`config.mk`:
```
export PLATFORM = sky130hd
export DESIGN_NAME = rdps_cfg
export DESIGN_NICKNAME = d
export VERILOG_FILES = /design/src/rdps_pkg.sv /design/src/rdps_cfg.sv /design/src/rdps_sync.sv
export VERILOG_INCLUDE_DIRS = /design/src /design/src/src
export SDC_FILE = /design/constraint.sdc
export NUM_CORES = 1
export LEC_CHECK = 0
export ABC_AREA = 1
export BUFFER_PORTS_ARGS = -buffer_cell sky130_fd_sc_hd__buf_2
export CORE_MARGIN = 2
export CORE_UTILIZATION = 45
export CTS_CLUSTER_DIAMETER = 100
export DETAILED_ROUTE_END_ITERATION = 7
export PLACE_DENSITY = 0.79
export SYNTH_ARGS = -nofsm -noshare
export SYNTH_HDL_FRONTEND = slang
export SYNTH_SLANG_ARGS = --single-unit
```
`constraint.sdc`:
```
create_clock -name clk_in -period 1.92 [get_ports clk_in]
set_clock_uncertainty 0.2 [all_clocks]
set_input_delay 0.192 -clock clk_in [delete_from_list [all_inputs] [get_ports clk_in]]
set_output_delay 0.192 -clock clk_in [all_outputs]
set_load 0.03 [all_outputs]
```
`src/rdps_regs.svh`:
```
// register offsets, field positions and decode windows for the rom/pin select bank
// assumes an 8-bit configuration index space reached through the index/data port
`ifndef RDPS_REGS_SVH
`define RDPS_REGS_SVH

// ====================
// register indices
`define RDPS_IDX_ROM_SEL      8'h27
`define RDPS_IDX_PIN_SEL      8'h28

// ====================
// rom address select fields
`define RDPS_ROM_WR_BIT       7
`define RDPS_FLASH_EN_BIT     6
`define RDPS_BOOT_SRC_BIT     5
`define RDPS_ALT_PORT_BIT     4
`define RDPS_SEG_E_BIT        3
`define RDPS_TOP512_BIT       2
`define RDPS_UPPER_WIN_BIT    1
`define RDPS_MID_WIN_BIT      0

// ====================
// power led function select fields
`define RDPS_VID_EN_BIT       6
`define RDPS_IR_RX_BIT        3
`define RDPS_IR_TX_BIT        2
`define RDPS_FAN3_CTL_BIT     1
`define RDPS_FAN3_TACH_BIT    0
`define RDPS_PIN_SEL_MASK     8'h4f

// ====================
// config port pairs
`define RDPS_PORT_BASE_LOW    16'h002e
`define RDPS_PORT_BASE_HIGH   16'h004e

// ====================
// decode windows, upper address bits compared
`define RDPS_SEG_E_BASE       16'h000e
`define RDPS_SEG_F_BASE       16'h000f
`define RDPS_TOP512_BASE      13'h1fff
`define RDPS_UPPER_WIN_BASE   15'h7ff7
`define RDPS_MID_WIN_BASE     13'h1ffe

`define RDPS_RESET_BYTE       8'h00

`endif

```
`src/rdps_pkg.sv`:
```
// types shared by the rom/pin select bank
// assumes the _regs header supplies all numeric constants
package rdps_pkg;
  typedef enum logic [1:0] {
    RDPS_ST_IDLE,
    RDPS_ST_LOAD,
    RDPS_ST_RUN
  } rdps_state_t;
endpackage

```
`src/rdps_cfg.sv`:
```
// rom decode and shared-pin select configuration registers
// assumes the host index/data port logic delivers a decoded index and strobes
// on clk_in; straps are raw pins and are synchronised here
`timescale 1ns/100ps
`include "rdps_regs.svh"

// Summary of operation
// - bit7 clear blocks firmware ROM writes
// - bit6 enables flash, strap low enables
// - bit5 zero selects flash boot source
// - bit4 picks port 2E or 4E
// - bit3 decodes E segment window
// - bit2 decodes top 512K and F segment
// - bit1 decodes FFEE to FFEF window
// - bit3 to bit1 decode enables loaded from decode strap
// - bit0 decodes FFF0 window, resets zero
// - bit6 routes pins to voltage ID
// - voltage ID enable loaded from strap
// - bit3 selects infrared receive or GPIO43
// - bit2 selects infrared transmit or GPIO42
// - bit1 selects fan3 control or GPIO41
// - bit0 selects fan3 tach or GPIO40
module rdps_cfg
  import rdps_pkg::*;
(
  input  wire logic        clk_in,
  input  wire logic        rst_in,
  input  wire logic [7:0]  cfg_index_in,
  input  wire logic [7:0]  cfg_wdata_in,
  input  wire logic        cfg_write_in,
  input  wire logic        cfg_read_in,
  output logic [7:0]       cfg_rdata_out,
  output logic             cfg_hit_out,
  input  wire logic        serial_out2_flash_strap_in,
  input  wire logic        dtr2_boot_strap_in,
  input  wire logic        serial_out1_port_strap_in,
  input  wire logic        serial_out2_decode_strap_in,
  input  wire logic        rts1_voltage_id_strap_in,
  input  wire logic [31:0] mem_addr_in,
  input  wire logic        mem_valid_in,
  input  wire logic        mem_write_in,
  output logic             mem_claim_out,
  output logic             rom_write_allow_out,
  output logic             flash_enable_out,
  output logic             boot_source_select_out,
  output logic             alt_config_port_select_out,
  output logic [15:0]      config_port_base_out,
  output logic             voltage_id_out_enable_out,
  output logic             ir_receive_pin_select_out,
  output logic             ir_transmit_pin_select_out,
  output logic             fan3_control_pin_select_out,
  output logic             fan3_tach_pin_select_out,
  output logic             straps_loaded_out
);
  // ====================
  // strap synchronisers
  logic s_flash;
  logic s_boot;
  logic s_port;
  logic s_decode;
  logic s_vid;

  rdps_sync u_sync_flash (
    .clk_in   (clk_in),
    .rst_in   (rst_in),
    .async_in (serial_out2_flash_strap_in),
    .sync_out (s_flash)
  );
  rdps_sync u_sync_boot (
    .clk_in   (clk_in),
    .rst_in   (rst_in),
    .async_in (dtr2_boot_strap_in),
    .sync_out (s_boot)
  );
  rdps_sync u_sync_port (
    .clk_in   (clk_in),
    .rst_in   (rst_in),
    .async_in (serial_out1_port_strap_in),
    .sync_out (s_port)
  );
  rdps_sync u_sync_decode (
    .clk_in   (clk_in),
    .rst_in   (rst_in),
    .async_in (serial_out2_decode_strap_in),
    .sync_out (s_decode)
  );
  rdps_sync u_sync_vid (
    .clk_in   (clk_in),
    .rst_in   (rst_in),
    .async_in (rts1_voltage_id_strap_in),
    .sync_out (s_vid)
  );

  // ====================
  // register state
  // synchronisers sit in reset with the rest, so a strap reaches
  // the second flop only after two edges; LOAD waits two idle cycles.
  // writes before then are dropped
  rdps_state_t state;
  rdps_state_t next_state;
  logic        settled;
  logic        next_settled;
  logic [7:0]  rom_address_select;
  logic [7:0]  power_led_function_select;
  logic [7:0]  next_rom;
  logic [7:0]  next_pin;
  logic [7:0]  next_rdata;
  logic        next_hit;
  logic [7:0]  rdata;
  logic        hit;

  always_comb begin
    next_state = state;
    next_settled = settled;
    next_rom   = rom_address_select;
    next_pin   = power_led_function_select;
    next_rdata = rdata;
    next_hit   = 1'b0;
    case (state)
      RDPS_ST_IDLE: begin
        next_settled = 1'b1;
        if (settled) begin
          next_state = RDPS_ST_LOAD;
        end
      end
      RDPS_ST_LOAD: begin
        // pulled-low straps select enabled / low-port / flash-boot
        next_rom[`RDPS_ROM_WR_BIT]    = 1'b0;
        next_rom[`RDPS_FLASH_EN_BIT]  = ~s_flash;
        next_rom[`RDPS_BOOT_SRC_BIT]  = s_boot;
        next_rom[`RDPS_ALT_PORT_BIT]  = s_port;
        next_rom[`RDPS_SEG_E_BIT]     = ~s_decode;
        next_rom[`RDPS_TOP512_BIT]    = ~s_decode;
        next_rom[`RDPS_UPPER_WIN_BIT] = ~s_decode;
        next_rom[`RDPS_MID_WIN_BIT]   = 1'b0;
        next_pin = `RDPS_RESET_BYTE;
        // low strap leaves the pins as gpio
        next_pin[`RDPS_VID_EN_BIT]    = s_vid;
        next_state = RDPS_ST_RUN;
      end
      RDPS_ST_RUN: begin
        if (cfg_write_in && cfg_index_in == `RDPS_IDX_ROM_SEL) begin
          next_rom = cfg_wdata_in;
        end
        if (cfg_write_in && cfg_index_in == `RDPS_IDX_PIN_SEL) begin
          next_pin = cfg_wdata_in & `RDPS_PIN_SEL_MASK;
        end
        if (cfg_read_in) begin
          next_hit = (cfg_index_in == `RDPS_IDX_ROM_SEL) ||
                     (cfg_index_in == `RDPS_IDX_PIN_SEL);
          case (cfg_index_in)
            `RDPS_IDX_ROM_SEL: next_rdata = rom_address_select;
            `RDPS_IDX_PIN_SEL: next_rdata = power_led_function_select;
            default:           next_rdata = `RDPS_RESET_BYTE;
          endcase
        end
      end
      default: begin
        next_state = RDPS_ST_IDLE;
      end
    endcase
  end

  always_ff @(posedge clk_in or posedge rst_in) begin
    if (rst_in) begin
      state                     <= RDPS_ST_IDLE;
      settled                   <= 1'b0;
      rom_address_select        <= `RDPS_RESET_BYTE;
      power_led_function_select <= `RDPS_RESET_BYTE;
      rdata                     <= `RDPS_RESET_BYTE;
      hit                       <= 1'b0;
    end else begin
      state                     <= next_state;
      settled                   <= next_settled;
      rom_address_select        <= next_rom;
      power_led_function_select <= next_pin;
      rdata                     <= next_rdata;
      hit                       <= next_hit;
    end
  end

  // ====================
  // address window decode
  function automatic logic in_window(input logic [31:0] a, input logic [7:0] r);
    logic e_hit;
    logic top_hit;
    logic upper_hit;
    logic mid_hit;
    e_hit     = r[`RDPS_SEG_E_BIT] && a[31:16] == `RDPS_SEG_E_BASE;
    top_hit   = r[`RDPS_TOP512_BIT] && (a[31:19] == `RDPS_TOP512_BASE ||
                                        a[31:16] == `RDPS_SEG_F_BASE);
    upper_hit = r[`RDPS_UPPER_WIN_BIT] && a[31:17] == `RDPS_UPPER_WIN_BASE;
    mid_hit   = r[`RDPS_MID_WIN_BIT] && a[31:19] == `RDPS_MID_WIN_BASE;
    in_window = e_hit | top_hit | upper_hit | mid_hit;
  endfunction

  logic claim;
  logic next_claim;

  always_comb begin
    next_claim = 1'b0;
    if (mem_valid_in && in_window(mem_addr_in, rom_address_select)) begin
      // a write to a claimed window is only taken while writes are allowed
      next_claim = !mem_write_in || rom_address_select[`RDPS_ROM_WR_BIT];
    end
  end

  always_ff @(posedge clk_in or posedge rst_in) begin
    if (rst_in) begin
      claim <= 1'b0;
    end else begin
      claim <= next_claim;
    end
  end

  // ====================
  // outputs
  assign cfg_rdata_out               = rdata;
  assign cfg_hit_out                 = hit;
  assign mem_claim_out               = claim;
  assign straps_loaded_out           = (state == RDPS_ST_RUN);
  assign rom_write_allow_out         = rom_address_select[`RDPS_ROM_WR_BIT];
  assign flash_enable_out            = rom_address_select[`RDPS_FLASH_EN_BIT];
  assign boot_source_select_out      = rom_address_select[`RDPS_BOOT_SRC_BIT];
  assign alt_config_port_select_out  = rom_address_select[`RDPS_ALT_PORT_BIT];
  assign config_port_base_out        = rom_address_select[`RDPS_ALT_PORT_BIT] ?
                                       `RDPS_PORT_BASE_HIGH : `RDPS_PORT_BASE_LOW;
  assign voltage_id_out_enable_out   = power_led_function_select[`RDPS_VID_EN_BIT];
  assign ir_receive_pin_select_out   = power_led_function_select[`RDPS_IR_RX_BIT];
  assign ir_transmit_pin_select_out  = power_led_function_select[`RDPS_IR_TX_BIT];
  assign fan3_control_pin_select_out = power_led_function_select[`RDPS_FAN3_CTL_BIT];
  assign fan3_tach_pin_select_out    = power_led_function_select[`RDPS_FAN3_TACH_BIT];
endmodule

```
`src/rdps_sync.sv`:
```
// two-flop synchroniser for strap pins
// assumes straps are asynchronous to clk_in
`timescale 1ns/100ps
module rdps_sync
  import rdps_pkg::*;
(
  input  wire logic clk_in,
  input  wire logic rst_in,
  input  wire logic async_in,
  output logic      sync_out
);
  logic stage1;
  logic next_stage1;
  logic next_sync;

  always_comb begin
    next_stage1 = async_in;
    next_sync   = stage1;
  end

  always_ff @(posedge clk_in or posedge rst_in) begin
    if (rst_in) begin
      stage1   <= 1'b0;
      sync_out <= 1'b0;
    end else begin
      stage1   <= next_stage1;
      sync_out <= next_sync;
    end
  end
endmodule

```
==> results.cfg, run 1 <==
[run_status]
status = completed

[cts]
cts_made_buffers = 5
ctsLongestPathBuffers = 2
clkSinkCount = 36
cts_tree = done
root_buffer = clkbuf_8
h-tree-depth = 2
post_cts_resized = 0
clkLatencyLatePin_ps = 290
clk_pin_slew_worst_paths_ps = 70

[sta]
finalCriticalPeriod_ps = 1580
worstMarginPinSlew_ps = 579
finalSetupTns_ps = 0
slew_headroom_pct = 61.3
max_freq_mhz = 635
period_share_pct = 82.1
hold_viol = 0
rsz0062_at_grt = false
fin_ws_ps = 344
finalSetupViolations = 0
drv_slew = 0

[logic_synthesis]
postSynthAreaPerCell_um2 = 8.00
synth_area_leaders = dfrtp_1 49%, nand2_1 16%, nand3_1 7.0%, buf_4 6.1%, inv_1 4.5%
synth_top_area_share_pct = 48.6
yosysSeqAreaShare_pct = 48.6
ys_ff_latch = 36
synth.most_common_cell = nand2_1
synth-edff-count = 0
ys.flop_type = dfrtp_1
synth_cell_types = 21
yosysTopAreaCell = dfrtp_1
ys_top_cells_by_count = 79 x nand2_1, 36 x dfrtp_1, 26 x nand3_1, 22 x inv_1, 19 x nor2_1
synth_warnings = 0
async_flop_share_pct = 100
synth_area_mm2 = 0.00186
syn_inst = 232

[global_routing]
grt_usage_pct = 18.1
grt_overflow_total = 0
grt_max_degree = 37
grt_pass1_vias = 1471
antenna_found_initial = 0
grt_pass1_wl_mm = 6.12

[drt]
drt_iter0_drc = 72
drc = 0
wl_per_cell_um = 10.4
firstDrtPassIters = 4
vias = 1641
wirelength_mm = 3.81
vias_per_cell = 4.50
ant_nets = 0

[power]
ir_drop_v = 0.000594
power_per_cell_area_mw_per_mm2 = 673
power.leakage_nw = 1.36
finalPower_mw = 1.61

[floorplan]
die-area_mm2 = 0.00465
start_util_pct = 46.7
die_h_um = 68.2
coreArea_mm2 = 0.00397
fp-row-count = 23
die_w_um = 68.2
ios = 95

[place]
dpl.cell_count = 344
place.gp.congestion = 0.763
dp_slack_ps = 322
hpwlAfterDp_mm = 2.87
portBuffers = 64

[setup_path]
cp_max_fo = 9
cp.depth = 4
r2r_start = state[1]$_DFFE_PP0P_
crit_required_ps = 1530
crit_family = buffers and inverters
crit_path_top_delay_cell = dfrtp_1
reg2reg_depth = 5
cp_cell_sequence = inv_2 -> nand2_4 -> inv_2 -> buf_2
path_class = reg2out
path_common_cell = inv_2
cpPeakStageDelay_ps = 390
cp.buffers_inverters = 3
setup.worst_path.end_class = output port
startpoint_type = register
worstSetupStartpoint = state[0]$_DFFE_PP0P_
arrival_ps = 1180

[finish]
drive_gt1_share_pct = 28.6
fin_cells = 365
syn2layout_area_growth_pct = 29.2
antenna_cells = 0
nNetsFinal = 373
fin_util_pct = 60.4

[hold_path]
min_path_type = in2reg
min-delay-start = cfg_wdata_in[4]
hold_depth = 5

[flow_run]
maxCapViolCount = 0
## routing by layer
layer,vias to the layer above,global-route usage (%),wire length [µm]
met1,732,20.3,1600
met3,5,6.09,254
li1,856,-,-
met4,0,6.00,51
met5,-,0,0
met2,48,32.0,1900
## worst min-delay path, delay by kind of cell
family	cells	cell delay, ps
compound gates	1	60
buf+inv	1	70
simple gates	3	140
## cell type report
cell class	count	area (µm²)
clock buffers	6	82.6
well taps	50	62.6
fillers	368	1570
clock inverters	2	10.0
inverters	25	93.8
flip-flops and latches	36	901
repair buffers	81	480
multi-input cells	165	767
## layout by cell type (no fill, tap or decap)
master,Yosys,final
nand2_4,2,2
nand3_1,26,26
nor3_2,1,1
nand2_2,1,1
nor2_4,1,1
o21ai_0,8,8
clkbuf_8,0,6
inv_2,3,3
dfrtp_1,36,36
dlygate4sd3_1,0,13
nand3_4,2,2
clkinv_2,0,2
buf_4,15,4
buf_2,0,64
o31ai_2,1,1
a21oi_1,1,1
nor2_1,19,19
nor3_4,2,2
or2_2,1,1
nand2_1,79,79
inv_1,22,22
o21ai_1,7,7
conb_1,2,14
## stage by stage
stage	hold WS (ps)	cell area, µm²
after floorplan	23.4	1900
after global placement	99.8	2170
after detailed placement	101	2170
after CTS	4.49	2400
after global routing	44.0	2400
final	7.43	2400
## flip-flops by register name (all words and copies together) (netlist names)
register,cells
rom_address_select,8
u_sync_port.next_sync,1
u_sync_port.sync_out,1
mem_claim_out,1
u_sync_vid.sync_out,1
u_sync_flash.next_sync,1
settled,1
u_sync_vid.next_sync,1
cfg_hit_out,1
cfg_rdata_out,8
u_sync_boot.sync_out,1
u_sync_boot.next_sync,1
power_led_function_select,5
u_sync_flash.sync_out,1
u_sync_decode.next_sync,1
state,2
u_sync_decode.sync_out,1
## timing repair
| action | CTS | global route |
|---|---|---|
| buffers inserted | 0 | 0 |
| endpoints found under the hold margin | 49 | 0 |
| hold buffers | 13 | 0 |
## report_power, final
| part | total (mW) | internal, mW | switching (mW) |
|---|---|---|---|
| combinational | 0.253 | 0.0902 | 0.162 |
| sequential | 0.811 | 0.790 | 0.0210 |
| clock | 0.551 | 0.286 | 0.264 |
## logic make-up after synthesis
family	after synthesis	share of synthesized area (%)
buf+inv	43	12.5
simple gates	134	33.5
other cells	2	0.405
flops	36	48.6
compound gates	17	4.99
## worst paths after layout
check	slack, ps	to
max in group asynchronous	840	cfg_rdata_out[3]$_DFFE_PP0P_
max	340	straps_loaded_out
max reg2reg	420	rom_address_select[3]$_DFFE_PP0P_
min reg2reg	160	u_sync_vid.sync_out$_DFF_PP0_
min in group asynchronous	350	u_sync_boot.sync_out$_DFF_PP0_
min	7	rom_address_select[4]$_DFFE_PP0P_
Note: power is estimated with default switching activity, not from simulation.
==> run 2: changes to the inputs <==
--- a/config.mk
+++ b/config.mk
@@ -9,10 +9,10 @@
 export ABC_AREA = 1
 export BUFFER_PORTS_ARGS = -buffer_cell sky130_fd_sc_hd__buf_2
 export CORE_MARGIN = 2
-export CORE_UTILIZATION = 45
+export CORE_UTILIZATION = 41
 export CTS_CLUSTER_DIAMETER = 100
 export DETAILED_ROUTE_END_ITERATION = 7
-export PLACE_DENSITY = 0.79
+export PLACE_DENSITY = 0.76
 export SYNTH_ARGS = -nofsm -noshare
 export SYNTH_HDL_FRONTEND = slang
 export SYNTH_SLANG_ARGS = --single-unit
==> constraint.sdc (replaced) <==
create_clock -name clk_in -period 1.35 [get_ports clk_in]
set_clock_uncertainty 0.2 [all_clocks]
set_input_delay 0.135 -clock clk_in [delete_from_list [all_inputs] [get_ports clk_in]]
set_output_delay 0.135 -clock clk_in [all_outputs]
set_load 0.03 [all_outputs]
==> run 2 against run 1 <==
Compared with the run above:
- the flow now finishes with violations (negative hold slack, negative setup slack)
- sequential power up 43%
- routed wire length up 9.3%
- critical path depth up 1
- core utilization down 1.6 points
- register-to-register slack worse by 470 ps
- hold slack worse by 16 ps
- design area up 6.7%
- global-route usage down 0.89 points
- sequential share of layout area down 2.4 points
- flip-flop and latch count unchanged
- non-clock buffer count up 13
- critical path type unchanged
- largest power group unchanged
==> results.cfg, run 2 (synthesis results as in run 1) <==
[run_status]
status = finished, violations left
violations = negative hold slack, negative setup slack

[sta]
rsz0062_at_grt = true
fin_ws_ps = -90.6
hold_viol = 1
finalSetupTns_ps = -514
drv_slew = 0
period_share_pct = 107
finalCriticalPeriod_ps = 1440
max_freq_mhz = 694
finalSetupViolations = 13
whs_ps = -8.11

[drt]
vias = 1739
wirelength_mm = 4.17
drc = 0
ant_nets = 0
drt_iter0_drc = 37
firstDrtPassIters = 4
vias_per_cell = 4.58
wl_per_cell_um = 11.0

[floorplan]
ios = 95
fp-row-count = 24
die-area_mm2 = 0.00508
coreArea_mm2 = 0.00435
start_util_pct = 42.6
die_w_um = 71.3
die_h_um = 71.3

[power]
p_sw_mw = 0.623
pwr-share-seq_pct = 49.3
p_int_mw = 1.72
ir_drop_v = 0.000774
p_clk_share_pct = 34.4
power.leakage_nw = 1.43
p_comb_share_pct = 16.3
power_per_cell_area_mw_per_mm2 = 917
netSwitchingFraction_pct = 26.6

[finish]
multi_input_area_um2 = 782
final_cell_mix = 79 x nand2_1, 62 x buf_2, 36 x dfrtp_1
final_common_cell = nand2_1
drive_gt1_share_pct = 31.4
fill_cells = 391
syn2layout_area_growth_pct = 37.8
nNetsFinal = 387
antenna_cells = 0
seqCellArea_um2 = 901

[cts]
cts_tree = done
cts_made_buffers = 5
clk_pin_slew_worst_paths_ps = 70
clkLatencyLatePin_ps = 280
clkSinkCount = 36
root_buffer = clkbuf_8
h-tree-depth = 2
ctsLongestPathBuffers = 2

[setup_path]
setup.worst_path.end_class = output port
cp_cell_sequence = inv_2 -> nand2_4 -> inv_8 -> buf_6 -> buf_6
path_class = reg2out
cpPeakStageDelay_ps = 390
path_common_cell = buf_6
crit_required_ps = 1010
cp_max_fo = 4
arrival_ps = 1110
crit_path_top_delay_cell = dfrtp_1
startpoint_type = register

[global_routing]
grt_usage_pct = 17.2
grt_pass1_vias = 1620
antenna_found_initial = 0
grt_overflow_total = 0
grt_max_degree = 37
grt_pass1_wl_mm = 6.89

[place]
hpwlAfterDp_mm = 3.06
portBuffers = 64
dp_slack_ps = -42.0
place.gp.congestion = 0.769

[flow_run]
maxCapViolCount = 0

[hold_path]
min_path_type = in2reg
run 2: power groups by stage:
stage,clock (mW),sequential (mW),combinational (mW)
2_1_floorplan,0,1.21,0.208
3_3_place_gp,0,1.17,0.339
3_5_place_dp,0,1.18,0.345
4_1_cts,0.830,1.16,0.382
5_1_grt,0.869,1.16,0.422
6_report,0.806,1.16,0.382
run 2: per-layer routing:
layer  vias up  global-route usage (%)  part of all wire, %
li1        889                       -                    -
met1       787                    20.3                   41
met2        59                    29.9                   51
met3         4                    5.91                  7.9
met4         0                    4.40                 0.53
met5         -                       0                    0
run 2: cell type report:
cell class              instances  area share, %
repair buffers                 94           23.9
well taps                      52           2.54
clock buffers                   7           3.77
inverters                      25           3.96
multi-input cells             166           30.6
flip-flops and latches         36           35.2
run 2: through the flow:
step / hold WS [ps] / util [%] / instances / area [µm²] / total power, mW
floorplan: -33.6 / - / 244 / 1910 / 1.41
global placement: -10.1 / 51.8 / 354 / 2260 / 1.51
detailed placement: -6.06 / 51.8 / 354 / 2260 / 1.52
CTS: 5.01 / 58.5 / 379 / 2550 / 2.37
global route: 24.4 / 58.7 / 380 / 2560 / 2.45
finish: -8.11 / 58.7 / 380 / 2560 / 2.35
run 2: worst paths after layout:
check	end	cells past startpoint	startpoint	slack [ps]
hold / removal	mem_claim_out$_DFF_PP0_	4	mem_write_in	-8
hold reg to reg	u_sync_port.sync_out$_DFF_PP0_	0	u_sync_port.next_sync$_DFF_PP0_	150
setup reg to reg	rom_address_select[4]$_DFFE_PP0P_	7	state[0]$_DFFE_PP0P_	-50
setup / recovery	straps_loaded_out	5	state[0]$_DFFE_PP0P_	-90
max in group asynchronous	power_led_function_select[6]$_DFFE_PP0P_	4	rst_in	530
min in group asynchronous	state[0]$_DFFE_PP0P_	4	rst_in	240
run 2: critical path: cells and delay by family, from the launching register on:
family | cells | cell delay (ps)
AND/OR/NAND/NOR | 1 | 80
buffers and inverters | 4 | 350
flip-flops | 1 | 390
run 2: what timing repair did:
action,4_1_cts,5_1_grt
hold endpoints to repair,52,0
buffers inserted,2,1
setup endpoints to repair,12,23
hold buffers,15,0
resized for setup,5,3
pin swaps,2,2
gates cloned,1,0
